### src/rtl/tcc_pkg.sv
`default_nettype none
package tcc_pkg;
  // ==========================================================
  // bus geometry
  localparam int ADDR_W = 12;
  localparam int IDX_W = 10;
  localparam int DATA_W = 32;
  // ==========================================================
  // register indexes, byte address is four times the index
  localparam logic [IDX_W-1:0] IDX_FORCE_MASK = 10'h002;
  localparam logic [IDX_W-1:0] IDX_FORCE_DATA = 10'h003;
  localparam logic [IDX_W-1:0] IDX_COUNT_HIGH = 10'h004;
  localparam logic [IDX_W-1:0] IDX_COUNT_LOW = 10'h005;
  localparam logic [IDX_W-1:0] IDX_SYS_CTRL = 10'h006;
  localparam logic [IDX_W-1:0] IDX_CHAN_CFG = 10'h008;
  localparam logic [IDX_W-1:0] IDX_CMP7 = 10'h009;
  localparam logic [IDX_W-1:0] IDX_PRESC = 10'h00A;
  localparam logic [IDX_W-1:0] IDX_PACC_CTRL = 10'h00B;
  localparam logic [IDX_W-1:0] IDX_PACC_COUNT = 10'h00C;
  localparam logic [IDX_W-1:0] IDX_IRQ_STAT = 10'h00D;
  localparam logic [IDX_W-1:0] IDX_IRQ_MASK = 10'h00E;
  // ==========================================================
  // field layouts
  localparam int SYS_RUN_BIT = 7;
  localparam int SYS_HALT_BIT = 6;
  localparam int CFG_DIR_LSB = 0;
  localparam int CFG_DIS_LSB = 8;
  localparam int CFG_WRAP_BIT = 16;
  localparam int PACC_RUN_BIT = 0;
  localparam int PACC_GATED_BIT = 1;
  localparam int PACC_POL_BIT = 2;
  localparam int IRQ_WRAP_BIT = 0;
  localparam int IRQ_MATCH_BIT = 1;
  localparam int IRQ_PAOVF_BIT = 2;
  localparam int IRQ_W = 3;
  localparam int PACC_CTRL_W = 3;
  // ==========================================================
  // widths and reset values
  localparam int CNT_W = 16;
  localparam int BYTE_W = 8;
  localparam int PRESC_SEL_W = 3;
  localparam int PRESC_CNT_W = 8;
  localparam int DIV64 = 64;
  localparam int DIV64_W = $clog2(DIV64);
  localparam logic [BYTE_W-1:0] FORCE_RST = 8'h00;
  localparam logic [BYTE_W-1:0] SYS_RST = 8'h00;
endpackage : tcc_pkg
`default_nettype wire

### src/rtl/tcc_link_if.sv
`default_nettype none
interface tcc_link_if;
  import tcc_pkg::*;
  logic timerActive;
  logic [PRESC_SEL_W-1:0] presSel;
  logic tick;
  logic div64;
  logic paRun;
  logic paGated;
  logic paPol;
  logic pinLevel;
  logic [CNT_W-1:0] paCount;
  logic paOvf;
  modport presc (input timerActive, input presSel, output tick, output div64);
  modport pacc (input paRun, input paGated, input paPol, input pinLevel, input div64,
    output paCount, output paOvf);
  modport core (output timerActive, output presSel, output paRun, output paGated,
    output paPol, output pinLevel, input tick, input div64, input paCount, input paOvf);
endinterface : tcc_link_if
`default_nettype wire

### src/rtl/tcc_prescaler.sv
`default_nettype none
module tcc_prescaler (
  input wire logic clock,
  input wire logic rstN,
  tcc_link_if.presc lnk
);
  import tcc_pkg::*;
  // ==========================================================
  // divider chain, frozen while the timer is inactive
  logic [PRESC_CNT_W-1:0] presCnt_reg;
  logic [PRESC_CNT_W-1:0] selMask;

  always_ff @(posedge clock or negedge rstN) begin
    if (!rstN) begin
      presCnt_reg <= '0;
    end else if (lnk.timerActive) begin
      presCnt_reg <= presCnt_reg + PRESC_CNT_W'(1);
    end
  end

  assign selMask = ~({PRESC_CNT_W{1'b1}} << lnk.presSel);
  assign lnk.tick = lnk.timerActive && ((presCnt_reg & selMask) == selMask);
  assign lnk.div64 = lnk.timerActive && (presCnt_reg[DIV64_W-1:0] == '1);
endmodule : tcc_prescaler
`default_nettype wire

### src/rtl/tcc_pulse_acc.sv
`default_nettype none
module tcc_pulse_acc (
  input wire logic clock,
  input wire logic rstN,
  tcc_link_if.pacc lnk
);
  import tcc_pkg::*;
  // ==========================================================
  // edge counting or gated time accumulation on the ch7 pin
  logic [CNT_W-1:0] paCount_reg;
  logic pinPrev_reg;
  logic enLevel;
  logic edgeSeen;
  logic inc;

  assign enLevel = lnk.paPol ? !lnk.pinLevel : lnk.pinLevel;
  assign edgeSeen = lnk.paPol ? (lnk.pinLevel && !pinPrev_reg) : (!lnk.pinLevel && pinPrev_reg);
  assign inc = lnk.paRun && (lnk.paGated ? (lnk.div64 && enLevel) : edgeSeen);

  always_ff @(posedge clock or negedge rstN) begin
    if (!rstN) begin
      pinPrev_reg <= 1'b0;
    end else begin
      pinPrev_reg <= lnk.pinLevel;
    end
  end

  always_ff @(posedge clock or negedge rstN) begin
    if (!rstN) begin
      paCount_reg <= '0;
    end else if (inc) begin
      paCount_reg <= paCount_reg + CNT_W'(1);
    end
  end

  assign lnk.paCount = paCount_reg;
  assign lnk.paOvf = inc && (paCount_reg == '1);
endmodule : tcc_pulse_acc
`default_nettype wire

### src/rtl/tcc_timer_ch7.sv
// Our own choice: register access over APB.
`default_nettype none
// Functional notes
// a channel 7 event overrides simultaneous compare actions of channels 6 to 0
// on a channel 7 event, each masked-in pin takes its force data bit
// force transfer only where direction is output and pin not disconnected
// force data and system control registers read and write at any time
// main counter is a 16-bit up counter
// software accesses the counter as one word, not two byte halves; the code maps it as two byte registers, high and low
// counter writes ignored unless test mode; reads always allowed
// first count after a test write may be short or long
// timer run bit clear stops the whole timer and counter
// no divide-by-64 clock while the timer is inactive
// halt-in-wait stops timer in wait; its interrupts cannot wake
// halt-in-wait also stops the pulse accumulator in wait
// ch7 pin serves compare output and pulse accumulator input
// each register decoded at base plus its offset
// pulse accumulator runs independently of the timer run bit; in gated mode it stops with the timer, as div64 is gated by timerActive
// gated mode counts divide-by-64 ticks while pin at enabling level
// counter advances per prescaler tick, wraps all ones to zero
// force mask and data reset to zero
module tcc_timer_ch7 (
  input wire logic clock,
  input wire logic arst_n,
  input wire logic psel,
  input wire logic penable,
  input wire logic pwrite,
  input wire logic [tcc_pkg::ADDR_W-1:0] paddr,
  input wire logic [tcc_pkg::DATA_W-1:0] pwdata,
  output logic [tcc_pkg::DATA_W-1:0] prdata,
  output logic pready,
  output logic pslverr,
  input wire logic testMode,
  input wire logic cpuWait,
  input wire logic [tcc_pkg::BYTE_W-2:0] chCmpFire,
  input wire logic [tcc_pkg::BYTE_W-2:0] chCmpLevel,
  input wire logic ch7PinIn,
  output logic [tcc_pkg::BYTE_W-1:0] pinOut,
  output logic [tcc_pkg::BYTE_W-1:0] pinOe_n,
  output logic irq
);
  import tcc_pkg::*;

  // ==========================================================
  // reset release
  logic rstMeta_reg;
  logic rstSync_reg;
  logic rstN;

  always_ff @(posedge clock or negedge arst_n) begin
    if (!arst_n) begin
      rstMeta_reg <= 1'b0;
      rstSync_reg <= 1'b0;
    end else begin
      rstMeta_reg <= 1'b1;
      rstSync_reg <= rstMeta_reg;
    end
  end
  assign rstN = rstSync_reg;

  // ==========================================================
  // declarations
  tcc_link_if lnk ();
  logic [IDX_W-1:0] regIdx;
  logic wrEn;
  logic setupEn;
  logic idxKnown;
  logic [DATA_W-1:0] rdData;
  logic [DATA_W-1:0] prdata_reg;
  logic pslverr_reg;
  logic [BYTE_W-1:0] forceMask_reg;
  logic [BYTE_W-1:0] forceData_reg;
  logic [BYTE_W-1:0] sysCtrl_reg;
  logic [BYTE_W-1:0] dirSel_reg;
  logic [BYTE_W-1:0] pinDis_reg;
  logic toggleOnWrap_reg;
  logic [CNT_W-1:0] cmp7_reg;
  logic [PRESC_SEL_W-1:0] presSel_reg;
  logic [PACC_CTRL_W-1:0] paCtrl_reg;
  logic [IRQ_W-1:0] irqStat_reg;
  logic [IRQ_W-1:0] irqStat_next;
  logic [IRQ_W-1:0] irqMask_reg;
  logic [CNT_W-1:0] count_reg;
  logic [CNT_W-1:0] countInc;
  logic [BYTE_W-1:0] pinOut_reg;
  logic timerRun;
  logic haltInWait;
  logic waitHalt;
  logic wrHigh;
  logic wrLow;
  logic cntLoad;
  logic wrapEv;
  logic matchEv;
  logic ch7Event;
  logic [BYTE_W-1:0] outMode;
  logic [BYTE_W-1:0] forceSel;
  logic [BYTE_W-1:0] otherFire;
  logic [BYTE_W-1:0] otherLevel;
  logic [IRQ_W-1:0] events;

  // ==========================================================
  // apb slave, no wait states, read data caught in setup
  assign regIdx = paddr[ADDR_W-1:2];
  assign wrEn = psel && penable && pwrite;
  assign setupEn = psel && !penable;
  assign pready = psel && penable;
  assign prdata = prdata_reg;
  assign pslverr = pslverr_reg && psel && penable;

  always_comb begin
    idxKnown = 1'b1;
    rdData = '0;
    case (regIdx)
      IDX_FORCE_MASK: rdData[BYTE_W-1:0] = forceMask_reg;
      IDX_FORCE_DATA: rdData[BYTE_W-1:0] = forceData_reg;
      IDX_COUNT_HIGH: rdData[BYTE_W-1:0] = count_reg[CNT_W-1:BYTE_W];
      IDX_COUNT_LOW: rdData[BYTE_W-1:0] = count_reg[BYTE_W-1:0];
      IDX_SYS_CTRL: rdData[BYTE_W-1:0] = sysCtrl_reg;
      IDX_CHAN_CFG: begin
        rdData[CFG_DIR_LSB +: BYTE_W] = dirSel_reg;
        rdData[CFG_DIS_LSB +: BYTE_W] = pinDis_reg;
        rdData[CFG_WRAP_BIT] = toggleOnWrap_reg;
      end
      IDX_CMP7: rdData[CNT_W-1:0] = cmp7_reg;
      IDX_PRESC: rdData[PRESC_SEL_W-1:0] = presSel_reg;
      IDX_PACC_CTRL: rdData[PACC_CTRL_W-1:0] = paCtrl_reg;
      IDX_PACC_COUNT: rdData[CNT_W-1:0] = lnk.paCount;
      IDX_IRQ_STAT: rdData[IRQ_W-1:0] = irqStat_reg;
      IDX_IRQ_MASK: rdData[IRQ_W-1:0] = irqMask_reg;
      default: idxKnown = 1'b0;
    endcase
  end

  always_ff @(posedge clock or negedge rstN) begin
    if (!rstN) begin
      prdata_reg <= '0;
      pslverr_reg <= 1'b0;
    end else if (setupEn) begin
      prdata_reg <= pwrite ? '0 : rdData;
      pslverr_reg <= !idxKnown;
    end
  end

  // ==========================================================
  // software registers
  always_ff @(posedge clock or negedge rstN) begin
    if (!rstN) begin
      forceMask_reg <= FORCE_RST;
      forceData_reg <= FORCE_RST;
    end else if (wrEn) begin
      if (regIdx == IDX_FORCE_MASK) begin
        forceMask_reg <= pwdata[BYTE_W-1:0];
      end
      if (regIdx == IDX_FORCE_DATA) begin
        forceData_reg <= pwdata[BYTE_W-1:0];
      end
    end
  end

  always_ff @(posedge clock or negedge rstN) begin
    if (!rstN) begin
      sysCtrl_reg <= SYS_RST;
    end else if (wrEn && regIdx == IDX_SYS_CTRL) begin
      sysCtrl_reg <= '0;
      sysCtrl_reg[SYS_RUN_BIT] <= pwdata[SYS_RUN_BIT];
      sysCtrl_reg[SYS_HALT_BIT] <= pwdata[SYS_HALT_BIT];
    end
  end

  always_ff @(posedge clock or negedge rstN) begin
    if (!rstN) begin
      dirSel_reg <= '0;
      pinDis_reg <= '0;
      toggleOnWrap_reg <= 1'b0;
      cmp7_reg <= '0;
      presSel_reg <= '0;
      paCtrl_reg <= '0;
      irqMask_reg <= '0;
    end else if (wrEn) begin
      case (regIdx)
        IDX_CHAN_CFG: begin
          dirSel_reg <= pwdata[CFG_DIR_LSB +: BYTE_W];
          pinDis_reg <= pwdata[CFG_DIS_LSB +: BYTE_W];
          toggleOnWrap_reg <= pwdata[CFG_WRAP_BIT];
        end
        IDX_CMP7: cmp7_reg <= pwdata[CNT_W-1:0];
        IDX_PRESC: presSel_reg <= pwdata[PRESC_SEL_W-1:0];
        IDX_PACC_CTRL: paCtrl_reg <= pwdata[PACC_CTRL_W-1:0];
        IDX_IRQ_MASK: irqMask_reg <= pwdata[IRQ_W-1:0];
        default: ;
      endcase
    end
  end

  // ==========================================================
  // run control and sub-blocks
  assign timerRun = sysCtrl_reg[SYS_RUN_BIT];
  assign haltInWait = sysCtrl_reg[SYS_HALT_BIT];
  assign waitHalt = haltInWait && cpuWait;
  assign lnk.timerActive = timerRun && !waitHalt;
  assign lnk.presSel = presSel_reg;
  assign lnk.paRun = paCtrl_reg[PACC_RUN_BIT] && !waitHalt;
  assign lnk.paGated = paCtrl_reg[PACC_GATED_BIT];
  assign lnk.paPol = paCtrl_reg[PACC_POL_BIT];
  assign lnk.pinLevel = ch7PinIn;

  tcc_prescaler u_presc (
    .clock(clock),
    .rstN(rstN),
    .lnk(lnk.presc)
  );

  tcc_pulse_acc u_pacc (
    .clock(clock),
    .rstN(rstN),
    .lnk(lnk.pacc)
  );

  // ==========================================================
  // main counter
  assign wrHigh = wrEn && regIdx == IDX_COUNT_HIGH;
  assign wrLow = wrEn && regIdx == IDX_COUNT_LOW;
  assign cntLoad = (wrHigh || wrLow) && testMode;
  assign countInc = count_reg + CNT_W'(1);

  // a test write leaves the prescaler phase alone
  always_ff @(posedge clock or negedge rstN) begin
    if (!rstN) begin
      count_reg <= '0;
    end else if (cntLoad) begin
      if (wrHigh) begin
        count_reg[CNT_W-1:BYTE_W] <= pwdata[BYTE_W-1:0];
      end else begin
        count_reg[BYTE_W-1:0] <= pwdata[BYTE_W-1:0];
      end
    end else if (lnk.tick) begin
      count_reg <= countInc;
    end
  end

  // ==========================================================
  // channel 7 events and pin forcing
  assign wrapEv = lnk.tick && !cntLoad && (count_reg == '1);
  assign matchEv = lnk.tick && !cntLoad && (countInc == cmp7_reg);
  assign ch7Event = matchEv || (wrapEv && toggleOnWrap_reg);
  assign outMode = dirSel_reg & ~pinDis_reg;
  assign forceSel = forceMask_reg & outMode;
  assign otherFire = {1'b0, chCmpFire} & outMode;
  assign otherLevel = {1'b0, chCmpLevel};

  generate
    for (genvar i = 0; i < BYTE_W; i++) begin : g_pin
      always_ff @(posedge clock or negedge rstN) begin
        if (!rstN) begin
          pinOut_reg[i] <= 1'b0;
        end else if (ch7Event && forceSel[i]) begin
          pinOut_reg[i] <= forceData_reg[i];
        end else if (otherFire[i]) begin
          pinOut_reg[i] <= otherLevel[i];
        end
      end
    end
  endgenerate

  assign pinOut = pinOut_reg;
  assign pinOe_n = ~outMode;

  // ==========================================================
  // interrupt status, write one to clear, set wins
  assign events = {lnk.paOvf, matchEv, wrapEv};

  always_comb begin
    irqStat_next = irqStat_reg;
    if (wrEn && regIdx == IDX_IRQ_STAT) begin
      irqStat_next = irqStat_next & ~pwdata[IRQ_W-1:0];
    end
    irqStat_next = irqStat_next | events;
  end

  always_ff @(posedge clock or negedge rstN) begin
    if (!rstN) begin
      irqStat_reg <= '0;
    end else begin
      irqStat_reg <= irqStat_next;
    end
  end

  assign irq = (|(irqStat_reg & irqMask_reg)) && !waitHalt;
endmodule : tcc_timer_ch7
`default_nettype wire

### config.mk
export PLATFORM = sky130hd
export DESIGN_NAME = tcc_timer_ch7
export DESIGN_NICKNAME = d
export VERILOG_FILES = /design/src/rtl/tcc_pkg.sv /design/src/rtl/tcc_link_if.sv /design/src/rtl/tcc_prescaler.sv /design/src/rtl/tcc_pulse_acc.sv /design/src/rtl/tcc_timer_ch7.sv
export SDC_FILE = /design/constraint.sdc
export NUM_CORES = 1
export LEC_CHECK = 0
export BUFFER_PORTS_ARGS = -buffer_cell sky130_fd_sc_hd__buf_2
export CAP_MARGIN = 15
export CELL_PAD_IN_SITES_DETAIL_PLACEMENT = 0
export CELL_PAD_IN_SITES_GLOBAL_PLACEMENT = 1
export CORE_UTILIZATION = 41
export DETAILED_ROUTE_END_ITERATION = 6
export PLACE_DENSITY = 0.78
export SYNTH_ARGS = -nofsm -noshare
export SYNTH_HDL_FRONTEND = slang
export SYNTH_HIERARCHICAL = 1
export SYNTH_SLANG_ARGS = --single-unit
### constraint.sdc
create_clock -name clock -period 6.9 [get_ports clock]
set_input_delay 1.38 -clock clock [delete_from_list [all_inputs] [get_ports clock]]
set_output_delay 1.38 -clock clock [all_outputs]
set_load 0.01 [all_outputs]
; ---- After elaboration in Yosys (flattened, before gate mapping)
; Index checks and enable logic that the tools add are counted.
[op_classes]
n_addsub = 3
eq_ne = 19
shift = 1
mux = 30
n_bitwise = 11
n_reduce_logical = 61
[ops]
columns = op, count
row1 = $eq 10x4->1 const B, 7
row2 = $pmux 5 s8, 1
row3 = $logic_and 1x1->1, 33
row4 = $pmux 3 s11, 1
row5 = $add 16x1->16 const B, 2
row6 = $eq 16x16->1 const B, 2
row7 = $mux 16, 2
row8 = $eq 10x3->1 const B, 3
row9 = $and 8x8->8, 3
row10 = $not 8->8, 3
row11 = $pmux 8 s3, 1
row12 = $mux 1, 21
row13 = $eq 10x2->1 const B, 2
row14 = $reduce_and 2->1, 9
row15 = $reduce_bool 2->1, 9
row16 = $mux 17, 1
row17 = $eq 16x16->1, 1
row18 = $mux 8, 2
row19 = $reduce_or 12->1, 1
row20 = $add 8x1->8 const B, 1
row21 = $and 7x8->8, 1
row22 = $eq 8x8->1, 1
row23 = $shl 8x3->8 const A, 1
row24 = $and 3x3->3, 2
row25 = other kinds (8), 15
[totals]
regBits = 147
input_bits = 66
output_inout_bits = 51
wordCells = 153

; ---- Longest topological paths before layout
; Gate-level depths: netlist of the first run.
[depth]
word_depth = 12
ltp_mapped = 10
depth_no_buf = 10

; ---- Hierarchy
; Netlist of the first run, hierarchy kept.
[by_module_without_submodules]
columns = module, n_inst, cells_each, area_per_inst_um2
row1 = tcc_timer_ch7, 1, 619, 6144.6
row2 = tcc_pulse_acc, 1, 77, 865.8
row3 = tcc_prescaler, 1, 34, 359.1

; ---- Worst setup path after synthesis of the first run
; Ideal clock, no wire load.
[synth_path]
path_kind = in2reg
start = in paddr[7] in the netlist's numbering
end = reg forceMask_reg[0]
setup_time_ps = 125
arrival_time_ps = 3530
setup_slack_ps = 3245
path_stages = 6
cell_sequence = nor4_1 -> nand2_1 -> nor4_1 -> nor2b_1 -> buf_2 -> mux2_2
[synth_via]
elab_chain_len = 2
[synth_rtl]
columns = item, line_no
row1 = "start, declared", tcc_timer_ch7.sv:28  ; input wire logic [tcc_pkg::ADDR_W-1:0] paddr,
row2 = $eq 10x2->1, tcc_timer_ch7.sv:151  ; if (regIdx == IDX_FORCE_MASK) begin
row3 = $reduce_and 2->1 (no source line), --
row4 = "end signal, assigned", tcc_timer_ch7.sv:152  ; forceMask_reg <= pwdata[BYTE_W-1:0];
row5 = "end, declared", tcc_timer_ch7.sv:71  ; logic [BYTE_W-1:0] forceMask_reg;
; No other way between the ends.
; A chain may end at the register's enable or synchronous reset.

; ---- Worst setup path in the final report of the first run
[layout_path]
start = in cpuWait
end = reg pinOut_reg[1] (netlist: pinOut[1])
[layout_via]
elab_chain_len = 10
elab_cells_between_ends = 12
[layout_rtl]
columns = item, line_no
row1 = "start, declared", tcc_timer_ch7.sv:34  ; input wire logic cpuWait,
row2 = $logic_and 1x1->1 (*), tcc_timer_ch7.sv:199  ; assign waitHalt = haltInWait && cpuWait;
row3 = $logic_not 1->1 (*), tcc_timer_ch7.sv:200  ; assign lnk.timerActive = timerRun && !waitHalt;
row4 = $logic_and 1x1->1 (*), tcc_timer_ch7.sv:200
row5 = via lnk.timerActive, tcc_link_if.sv:4  ; logic timerActive;
row6 = $logic_and 1x1->1 (*), tcc_prescaler.sv:22  ; assign lnk.tick = lnk.timerActive && ((presCnt_reg & selMask) == selMask);
row7 = via lnk.tick, tcc_link_if.sv:6  ; logic tick;
row8 = $logic_and 1x1->1 (*), "tcc_timer_ch7.sv:243, tcc_timer_ch7.sv:244"
row9 = $logic_and 1x1->1, tcc_timer_ch7.sv:243  ; assign wrapEv = lnk.tick && !cntLoad && (count_reg == '1);
row10 = $logic_and 1x1->1, tcc_timer_ch7.sv:245  ; assign ch7Event = matchEv || (wrapEv && toggleOnWrap_reg);
row11 = $logic_or 1x1->1 (*), tcc_timer_ch7.sv:245
row12 = $logic_and 1x1->1 (*), tcc_timer_ch7.sv:256  ; end else if (ch7Event && forceSel[i]) begin
row13 = $mux 1 or $reduce_bool 2->1 (tied branches), --
row14 = "end signal, assigned by index", tcc_timer_ch7.sv:257  ; pinOut_reg[i] <= forceData_reg[i];
row15 = "end signal, assigned by index", tcc_timer_ch7.sv:259  ; pinOut_reg[i] <= otherLevel[i];
row16 = "end, declared", tcc_timer_ch7.sv:85  ; logic [BYTE_W-1:0] pinOut_reg;
; Mark *: on every way through the listed nets, which the timed path passes. The rest lies on a longest branch.

==> summary.txt, run 1 <==
Routing
  – WL final: approximately 21 mm
  – Via density: roughly 6.0
  – Antenna viol nets, final: 0
  – Pre-Repair DR Iteration Count: 7
  – Via count: 6187
  – Routed length per placed instance: just over 20 µm
  – DRC viols: 0
  – Drt first-iter violations: 599

Timing
  – Final period demand of the worst path: around 4.5 ns
  – Max-slew violation count: 0
  – Period utilization: 64.8%
  – Fin Setup TNS: 0 ns
  – Layout Skew: 0.00885 ns
  – Hold Vio Cnt, Final: 0
  – RSZ-0062 raised after global routing: false
  – Min Hold Slack: about 0.35 ns
  – Worst rel slew slack: between 20% and 30%
  – Worst Tran Pin Value: between 1 and 1.5 ns
  – Fin worst setup slack: roughly 2.4 ns
  – Fmax: 224 MHz
  – Final setup fails: 0

Worst setup path
  – CP Data Arrival Time: between 4 and 5 ns
  – Worst setup SP type: primary input
  – Critical path capture point type: flop
  – CP Max Fanout: 9
  – CP Data Required Time: just over 7 ns
  – Setup Crit Path Kind: primary input to flop

Cells and area
  – Max reg flops: 17
  – Filler cells: between 1500 and 2000
  – Number of diodes: 0
  – Final Core Density: roughly 50%
  – Fin nets: 870
  – Fraction of layout cells with a size suffix above 1: approximately 27%
  – P&R area growth vs syn: 14.9%

Global routing
  – Grt total ovfl: 0
  – Initial antenna violation count: 0
  – Vias in the first global route: 6016
  – Largest net degree at the start of global routing: 72
  – GRT Total Usage: 24.1%
  – Global-route wire length before repair: around 33 mm

Die
  – Die area: ~19000 µm²
  – Rows: between 40 and 50
  – Die width: 136 µm
  – CORE AREA: between 15000 and 20000 µm²
  – # IOs: between 100 and 150
  – Die Ht: roughly 140 µm
  – Starting Density: 42.3%

Power
  – LEAKAGE: approximately 4.1 nW
  – Worst ir drop on vdd: 0.184 mV
  – Pwr dens: approximately 210 nW/µm²

Synth
  – Async S/R FF share, synth: between 90% and 100%
  – Mapped Area: 7370 µm²
  – List of most frequent post-synthesis cells: dfrtp_1, nand2_1, mux2_2
  – Post-Syn Area per Cell: between 10 and 15 µm²
  – #FFs+latches synth: approximately 130
  – Post-synth cell types: between 70 and 80
  – Most numerous cell in the Yosys netlist: dfrtp_1
  – Area leader, netlist: dfrtp_1
  – Top_reg_cell synth: dfrtp_1
  – Post-synth EDFFs: 0
  – Ys Warns: 6
  – Dominant cells by area after synthesis: dfrtp_1, mux2_2, nand2_1, o21ai_0, xor2_1
  – Post-Syn Instances: 730
  – Top cell type's share of synthesized area: ~44%
  – Sequential area share after synthesis: 44.5%

Clocking
  – Total CTS buffers: 17
  – Hold buffers post-CTS: 0
  – CTS root buf: clkbuf_16
  – CTS tree: built
  – Post-cts resize count: 0
  – CTS HTree Levels: 4
  – Clock slew seen by the registers of the worst setup and hold paths: ~0.06 ns
  – Post-CTS setup buffer count: 0
  – Bufs on Longest Clock Path: 2
  – CTS sink count: between 100 and 150
  – Worst-skew pair later-pin latency: 0.42 ns

Run status
  – Outcome: complete, no violations

Placement
  – Hpwl dp: 15.6 mm
  – IO buf count: 84
  – Gp weighted congestion: 0.889
  – Place WS: slightly above 2 ns

Flow run
  – Maxcap violations: 0

Worst hold path
  – Hold/Removal Path Class: flop to flop
[metrics by stage]
| stage | cells | area [µm²] | total power [mW] |
|---|---|---|---|
| 2_1_floorplan | 744 | 7420 | 0.838 |
| 3_3_place_gp | 1006 | 7860 | 0.865 |
| 3_5_place_dp | 1006 | 7860 | 0.868 |
| 4_1_cts | 1038 | 8460 | 1.80 |
| 5_1_grt | 1039 | 8470 | 1.83 |
| 6_report | 1039 | 8470 | 1.78 |
[path summary, 6_finish.rpt]
| path | startpoint | to | slack, ns | cells after the start |
|---|---|---|---|---|
| min in group asynchronous | rstN$_DFF_PN0_ | u_pacc/lnk.paCount[2]$_DFFE_PN0P_ | 0.41 | 0 |
| worst min register to register | rstMeta_reg$_DFF_PN0_ | rstN$_DFF_PN0_ | 0.35 | 0 |
| worst max register to register | count_reg[0]$_DFFE_PN0P_ | pinOut[1]$_DFFE_PN0P_ | 2.96 | 8 |
| max in group asynchronous | rstN$_DFF_PN0_ | prdata[0]$_DFFE_PN0P_ | 5.05 | 1 |
| worst max-delay path | cpuWait | pinOut[1]$_DFFE_PN0P_ | 2.43 | 10 |
| worst min-delay path | rstMeta_reg$_DFF_PN0_ | rstN$_DFF_PN0_ | 0.35 | 0 |
[logic make-up after synthesis]
kind of cell / after synthesis / share of synthesized area, %
compound gates: 165 / 15.3
xor+xnor: 40 / 4.75
fa+ha+maj: 4 / 0.645
buf+inv: 68 / 5.31
flops: 131 / 44.5
mux: 80 / 12.0
other cells: 2 / 0.102
simple gates: 240 / 17.4
[final cells by class]
class	count	area [µm²]	share of cell area, %
sequential	131	3280	38.8
clock buffer	19	443	5.23
clock inverter	13	159	1.88
inverter	13	48.8	0.576
timing repair buffer	93	488	5.76
tap	225	282	3.33
multi-input combinational	545	3760	44.5
[layout by cell type, fill, tap and decap left out, types with 19 or more instances in the layout]
cell type	Yosys	routed
o21ai_0	44	44
nor2_1	27	27
nand2_1	81	81
nand3_1	25	25
dfrtp_1	131	130
mux2i_1	19	19
buf_2	5	84
mux2_2	60	60
a21oi_1	36	36
xor2_1	23	23
[worst max-delay path: stages]
cell       delay (ns)
buf_2            0.11
a21boi_0         0.69
nand4_1          0.16
a21oi_1          0.39
nand3_1          0.20
nor4_2           0.27
o211ai_1         0.18
a2111oi_4        1.02
mux2i_1          0.30
nor2_1           0.06
[power breakdown]
part           leakage, nW  switching, mW  total (mW)  internal (mW)
Clock                0.289          0.349       0.926          0.577
Combinational         1.95         0.0441      0.0657         0.0215
Sequential            1.82         0.0140       0.788          0.774
[per-layer routing]
| layer | vias up | global-route usage, % | share of wire [%] |
|---|---|---|---|
| li1 | 2804 | - | - |
| met1 | 3082 | 32.6 | 44 |
| met2 | 264 | 37.6 | 47 |
| met3 | 37 | 5.78 | 7.1 |
| met4 | 0 | 7.90 | 2.3 |
| met5 | - | 0 | 0 |
Power figures use the tool's default switching activity.
==> run 2, diff against run 1 <==
Settings changed: ABC_AREA from default to 1, PLACE_DENSITY 0.78 to 0.83.
Clock period 6.9 ns to 4.4 ns, I/O delays scaled along.
==> run 2 against run 1 <==
Effect of this change: core utilization rose by 0.47 points; setup slack worse by 1.2 ns; flip-flop and latch count unchanged; synthesized cell count is 51% higher; wire length is 10% higher; clock skew decreased by 0.0026 ns; sequential power grew 60%; via count rose by 19%; critical endpoint is now pinOut[4]$_DFFE_PN0P_.
==> summary.txt, run 2 <==
Run status
  – Outcome: complete, no violations

Placement
  – Gp weighted congestion: between 0.9 and 1
  – IO buf count: 84
  – Place WS: 0.768 ns
  – Placed Area: 8370 µm²
  – Hpwl dp: 17.8 mm

Cells and area
  – Fin nets: around 1300
  – Number of diodes: 0
  – Most frequent cells in the layout: nand2_1, inv_1, dfrtp_1
  – Commonest non-fill, non-tap cell in the layout: nand2_1
  – Final Core Density: between 40% and 50%
  – FF/Latch Area: 3280 µm²
  – Fraction of layout cells with a size suffix above 1: approximately 14%
  – Final Cell Area: ~9000 µm²
  – Footprint of the multi-input gates: 3680 µm²
  – P&R area growth vs syn: 15.7%
  – Max reg flops: 17
  – Filler cells: around 1900

Timing
  – Fin Setup TNS: 0 ns
  – Layout Skew: 0.00627 ns
  – Worst rel slew slack: between 20% and 30%
  – Fmax: 312 MHz
  – Worst Tran Pin Value: around 1.1 ns
  – Max-slew violation count: 0
  – Hold Vio Cnt, Final: 0
  – Final period demand of the worst path: ~3.2 ns
  – Fin worst setup slack: between 1 and 1.5 ns
  – Period utilization: between 70 and 80%
  – RSZ-0062 raised after global routing: false
  – Final setup fails: 0

Worst setup path
  – Setup Crit Path Kind: primary input to flop
  – Cells along the critical path: buf_2 -> a21boi_0 -> inv_1 -> a21oi_1 -> nand2_1 -> a21oi_1 -> nand2_2 -> nor4_1 -> nand2_1 -> nand2_4 -> nand2_1 -> nand2_1 -> o21ai_1
  – Critical Path Slowest Stage Cell: nor4_1
  – Worst path buffer plus inverter count: 2
  – Critical path's most frequent cell: nand2_1
  – CP Data Arrival Time: 3.52 ns
  – Largest delay share family, worst path: simple AND/OR/NAND/NOR gates
  – CP Max Fanout: 7
  – Critical path capture point type: flop
  – CP Data Required Time: approximately 4.7 ns
  – Crit path largest cell delay: ~0.62 ns
  – Worst setup SP type: primary input

Routing
  – Routed length per placed instance: roughly 16 µm
  – Via count: 7372
  – Antenna viol nets, final: 0
  – Pre-Repair DR Iteration Count: 5
  – Via density: 5.15
  – WL final: between 20 and 25 mm
  – Drt first-iter violations: about 550
  – DRC viols: 0

Synth
  – Post-synth cell types: 42
  – Most numerous cell in the Yosys netlist: nand2_1
  – Post-Syn Instances: between 1000 and 1500
  – Ys Warns: 6
  – #FFs+latches synth: between 100 and 150
  – Top_reg_cell synth: dfrtp_1
  – Async S/R FF share, synth: 100%
  – List of most frequent post-synthesis cells: nand2_1, inv_1, dfrtp_1
  – Mapped Area: slightly below 8000 µm²
  – Post-synth EDFFs: 0
  – Area leader, netlist: dfrtp_1
  – Top cell type's share of synthesized area: 42.3%
  – Sequential area share after synthesis: 42.3%
  – Post-Syn Area per Cell: roughly 7.0 µm²
  – Dominant cells by area after synthesis: dfrtp_1, nand2_1, inv_1, o21ai_0, nor2_1

Clocking
  – Post-cts resize count: 0
  – Hold buffers post-CTS: 0
  – Total CTS buffers: 17
  – CTS HTree Levels: 4
  – CTS root buf: clkbuf_16
  – Worst-skew pair later-pin latency: 0.42 ns
  – Post-CTS setup buffer count: 0
  – CTS sink count: 131
  – Clock slew seen by the registers of the worst setup and hold paths: approximately 0.06 ns
  – Bufs on Longest Clock Path: 2
  – CTS tree: built

Global routing
  – Initial antenna violation count: 0
  – GRT Total Usage: roughly 26%
  – Global-route wire length before repair: roughly 38 mm
  – Vias in the first global route: 6785
  – Grt total ovfl: 0
  – Largest net degree at the start of global routing: 130

Die
  – # IOs: ~120
  – Die width: 139 µm
  – CORE AREA: approximately 18000 µm²
  – Die area: a little under 20000 µm²
  – Starting Density: 42.4%
  – Rows: 49
  – Die Ht: 139 µm

Power
  – Pwr dens: about 330 nW/µm²
  – LEAKAGE: 4.47 nW
  – Worst ir drop on vdd: ~0.25 mV

Flow run
  – Maxcap violations: 0

Worst hold path
  – Hold/Removal Path Class: primary input to asynchronous set/reset pin
## run 2: kinds of logic (layout without fill, tap and decap cells)
| logic type | count (synthesis) | count (layout) | synth area share, % |
|---|---|---|---|
| simple gates | 567 | 567 | 31.2 |
| buf+inv | 204 | 293 | 10.9 |
| compound gates | 174 | 174 | 12.6 |
| flops | 131 | 131 | 42.3 |
| xor+xnor | 10 | 10 | 1.31 |
| mux | 8 | 8 | 1.16 |
| fa+ha+maj | 3 | 3 | 0.485 |
| other cells | 2 | 16 | 0.0969 |
## run 2: area by class of cell
| class | count | share of cell area [%] |
|---|---|---|
| clock buffer | 20 | 5.21 |
| clock inverter | 11 | 1.42 |
| inverter | 172 | 7.20 |
| multi-input combinational | 778 | 41.0 |
| sequential | 131 | 36.6 |
| tap | 229 | 3.20 |
| timing repair buffer | 90 | 5.33 |
## run 2: metal layers
metal / global-route usage, % / wire [µm]
met4: 8.42 / 437
met3: 3.51 / 1350
met1: 36.3 / 11100
met5: 0 / 0
met2: 40.0 / 10700
## run 2: final timing paths
kind	start	endpoint	slack, ns	cells past startpoint
min in group clock	rstMeta_reg$_DFF_PN0_	rstN$_DFF_PN0_	0.35	0
max in group asynchronous	rstN$_DFF_PN0_	cmp7_reg[6]$_DFFE_PN0P_	3.40	1
worst min-delay path	arst_n	rstN$_DFF_PN0_	0.23	1
worst max-delay path	cpuWait	pinOut[4]$_DFFE_PN0P_	1.19	13
worst min register to register	rstMeta_reg$_DFF_PN0_	rstN$_DFF_PN0_	0.35	0
worst max register to register	sysCtrl_reg[6]$_DFFE_PN0P_	pinOut[4]$_DFFE_PN0P_	1.30	12
## run 2: stage by stage
| step | hold WS, ns | total power [mW] | instances |
|---|---|---|---|
| after floorplan | 0.331 | 1.48 | 1113 |
| after global placement | 0.339 | 1.58 | 1400 |
| after detailed placement | 0.336 | 1.58 | 1400 |
| after CTS | 0.216 | 3.02 | 1431 |
| after global routing | 0.225 | 3.11 | 1431 |
| final | 0.233 | 2.99 | 1431 |
## run 2: power by group
| part | internal (mW) | total (mW) | switching (mW) |
|---|---|---|---|
| clock | 0.879 | 1.44 | 0.557 |
| sequential | 1.23 | 1.26 | 0.0308 |
| combinational | 0.0927 | 0.295 | 0.203 |
| total | 2.20 | 2.99 | 0.791 |
==> run 3, diff against run 2 <==
Settings changed: ABC_AREA 1 to 0, CORE_UTILIZATION 41 to 40, PLACE_DENSITY 0.83 to 0.79.
Clock period 4.4 ns to 2.8 ns, I/O delays scaled along.
==> run 3 against run 2 <==
Effect of this change: non-clock buffer count grew 52; setup slack lost 1.1 ns; cell count shrank 24%; sequential power grew 53%; combinational power shrank 35%; clock skew grew 0.0021 ns; die area shrank 2.5%; largest cell class unchanged; highest routed layer unchanged.
==> summary.txt, run 3 (synthesis gave the netlist of run 1 again) <==
Clocking
  – Clock slew seen by the registers of the worst setup and hold paths: about 0.060 ns
  – CTS tree: built
  – Total CTS buffers: 17
  – CTS sink count: ~130
  – Post-CTS setup buffer count: 0
  – CTS root buf: clkbuf_16
  – CTS HTree Levels: 4
  – Bufs on Longest Clock Path: 2
  – Worst-skew pair later-pin latency: between 0.4 and 0.5 ns

Worst setup path
  – Crit path largest cell delay: between 0.4 and 0.5 ns
  – Critical path capture point type: flop
  – Worst path buffer plus inverter count: 1
  – Setup Crit Path Kind: flop to flop
  – Cells along the critical path: ha_2 -> nand3_1 -> or4_1 -> a222oi_1 -> o211ai_1 -> a2111oi_4 -> buf_12 -> mux2_4 -> nand2_2
  – Largest delay share family, worst path: compound AO/OA/AOI/OAI gates
  – CP Max Fanout: 9
  – Worst setup SP type: flop
  – CP Data Arrival Time: 3.09 ns
  – Critical Path Slowest Stage Cell: or4_1
  – CP Data Required Time: between 3 and 4 ns

Global routing
  – Global-route wire length before repair: 33.0 mm
  – Vias in the first global route: around 5700
  – Grt total ovfl: 0
  – Initial antenna violation count: 0
  – Largest net degree at the start of global routing: 53
  – GRT Total Usage: between 20% and 30%

Die
  – Starting Density: 40.9%
  – Die area: about 19000 µm²
  – Die Ht: 138 µm
  – # IOs: between 100 and 150
  – Rows: 49
  – Die width: 138 µm
  – CORE AREA: ~18000 µm²

Routing
  – Drt first-iter violations: between 600 and 700
  – WL final: between 20 and 25 mm
  – Routed length per placed instance: between 15 and 20 µm
  – Antenna viol nets, final: 0
  – Pre-Repair DR Iteration Count: 6
  – Via count: approximately 6100
  – DRC viols: 0
  – Via density: around 5.6

Placement
  – Hpwl dp: between 15 and 20 mm
  – IO buf count: 84
  – Gp weighted congestion: ~0.9

Timing
  – Worst rel slew slack: between 20% and 30%
  – Fmax: between 300 and 400 MHz
  – Max-slew violation count: 0
  – Layout Skew: roughly 0.0083 ns
  – Hold Vio Cnt, Final: 0
  – Worst Tran Pin Value: between 1 and 1.5 ns
  – Min Hold Slack: approximately 0.26 ns
  – Final period demand of the worst path: around 2.7 ns
  – Period utilization: approximately 100%
  – Final setup fails: 0

Cells and area
  – Fin nets: between 900 and 1000
  – Commonest non-fill, non-tap cell in the layout: dfrtp_1
  – P&R area growth vs syn: 20.8%
  – Number of diodes: 0
  – Fraction of layout cells with a size suffix above 1: a little under a third
  – Most frequent cells in the layout: dfrtp_1, buf_2, nand2_1
  – Max reg flops: 17
  – Filler cells: 1700

Power
  – NetSw: slightly below 1 mW
  – Switching Fraction: roughly 23%
  – Clock share of power: approximately half
  – Total power: around 4.4 mW
  – Seq pwr share: 44.1%
  – Worst ir drop on vdd: approximately 0.43 mV
  – Internal power: ~3.4 mW
  – Combinational power share: 4.4%
  – Pwr dens: around 490 nW/µm²
  – LEAKAGE: roughly 4.3 nW

Worst hold path
  – Hold/Removal Path Class: flop to asynchronous set/reset pin

Flow run
  – Maxcap violations: 0

Run status
  – Outcome: complete, no violations
run 3: cell types whose count changed in the layout (fill, tap and decap cells not counted), sizes merged, moves of 16 or more:
cell	delta
mux2i	+19
nand3	-35
a21oi	+20
mux2	+53
buf	+51
nand2	-277
inv	-160
o22ai	-26
o21ai	-63
nor2	-83
xor2	+16
run 3: per-layer routing:
metal / share of wire (%) / track usage, % / vias up
met2: 46 / 37.3 / 230
met3: 6.3 / 4.97 / 30
met1: 46 / 33.6 / 2981
li1: - / - / 2894
met4: 1.7 / 6.40 / 0
met5: 0 / 0 / -
run 3: area by class of cell:
type | count | area (µm²) | area share [%]
flip-flops and latches | 131 | 3280 | 36.9
well taps | 229 | 287 | 3.22
clock buffers | 22 | 454 | 5.10
clock inverters | 10 | 133 | 1.49
multi-input cells | 545 | 3790 | 42.6
repair buffers | 142 | 908 | 10.2
inverters | 13 | 48.8 | 0.548
run 3: power groups by stage:
stage / sequential, mW / combinational [mW] / clock [mW]
CTS: 1.93 / 0.193 / 2.29
global route: 1.93 / 0.213 / 2.37
floorplan: 1.98 / 0.0865 / 0
detailed placement: 1.96 / 0.191 / 0
finish: 1.93 / 0.191 / 2.26
global placement: 1.96 / 0.190 / 0
run 3: per-stage QoR:
stage,TNS (ns),setup WS (ns),util [%],cell area [µm²],instances
after global routing,-0.00211,-0.00211,49.4,8900,1092
after CTS,0,0.0656,49.3,8880,1092
after detailed placement,-0.00254,-0.00254,46.0,8290,1059
after global placement,0,0.00284,46.0,8290,1059
after floorplan,0,0.0223,-,7430,744
final,0,0.0723,49.4,8900,1092
run 3: repair_timing:
item,4_1_cts,5_1_grt
resized for setup,0,3
setup endpoints to repair,0,8
hold endpoints to repair,2,0
hold buffers,1,0
run 3: worst paths after layout:
check                                                    end  slack [ns]                     start  cells past startpoint
worst min-delay path              sysCtrl_reg[6]$_DFFE_PN0P_        0.26            rstN$_DFF_PN0_                      0
worst max register to register         pinOut[7]$_DFFE_PN0P_        0.07  count_reg[0]$_DFFE_PN0P_                      9
worst min register to register    sysCtrl_reg[6]$_DFFE_PN0P_        0.26            rstN$_DFF_PN0_                      0
min in group clock              u_pacc/pinPrev_reg$_DFF_PN0_        0.29                  ch7PinIn                      1
worst max-delay path                   pinOut[7]$_DFFE_PN0P_        0.07  count_reg[0]$_DFFE_PN0P_                      9
max in group asynchronous           cmp7_reg[10]$_DFFE_PN0P_        1.77            rstN$_DFF_PN0_                      1
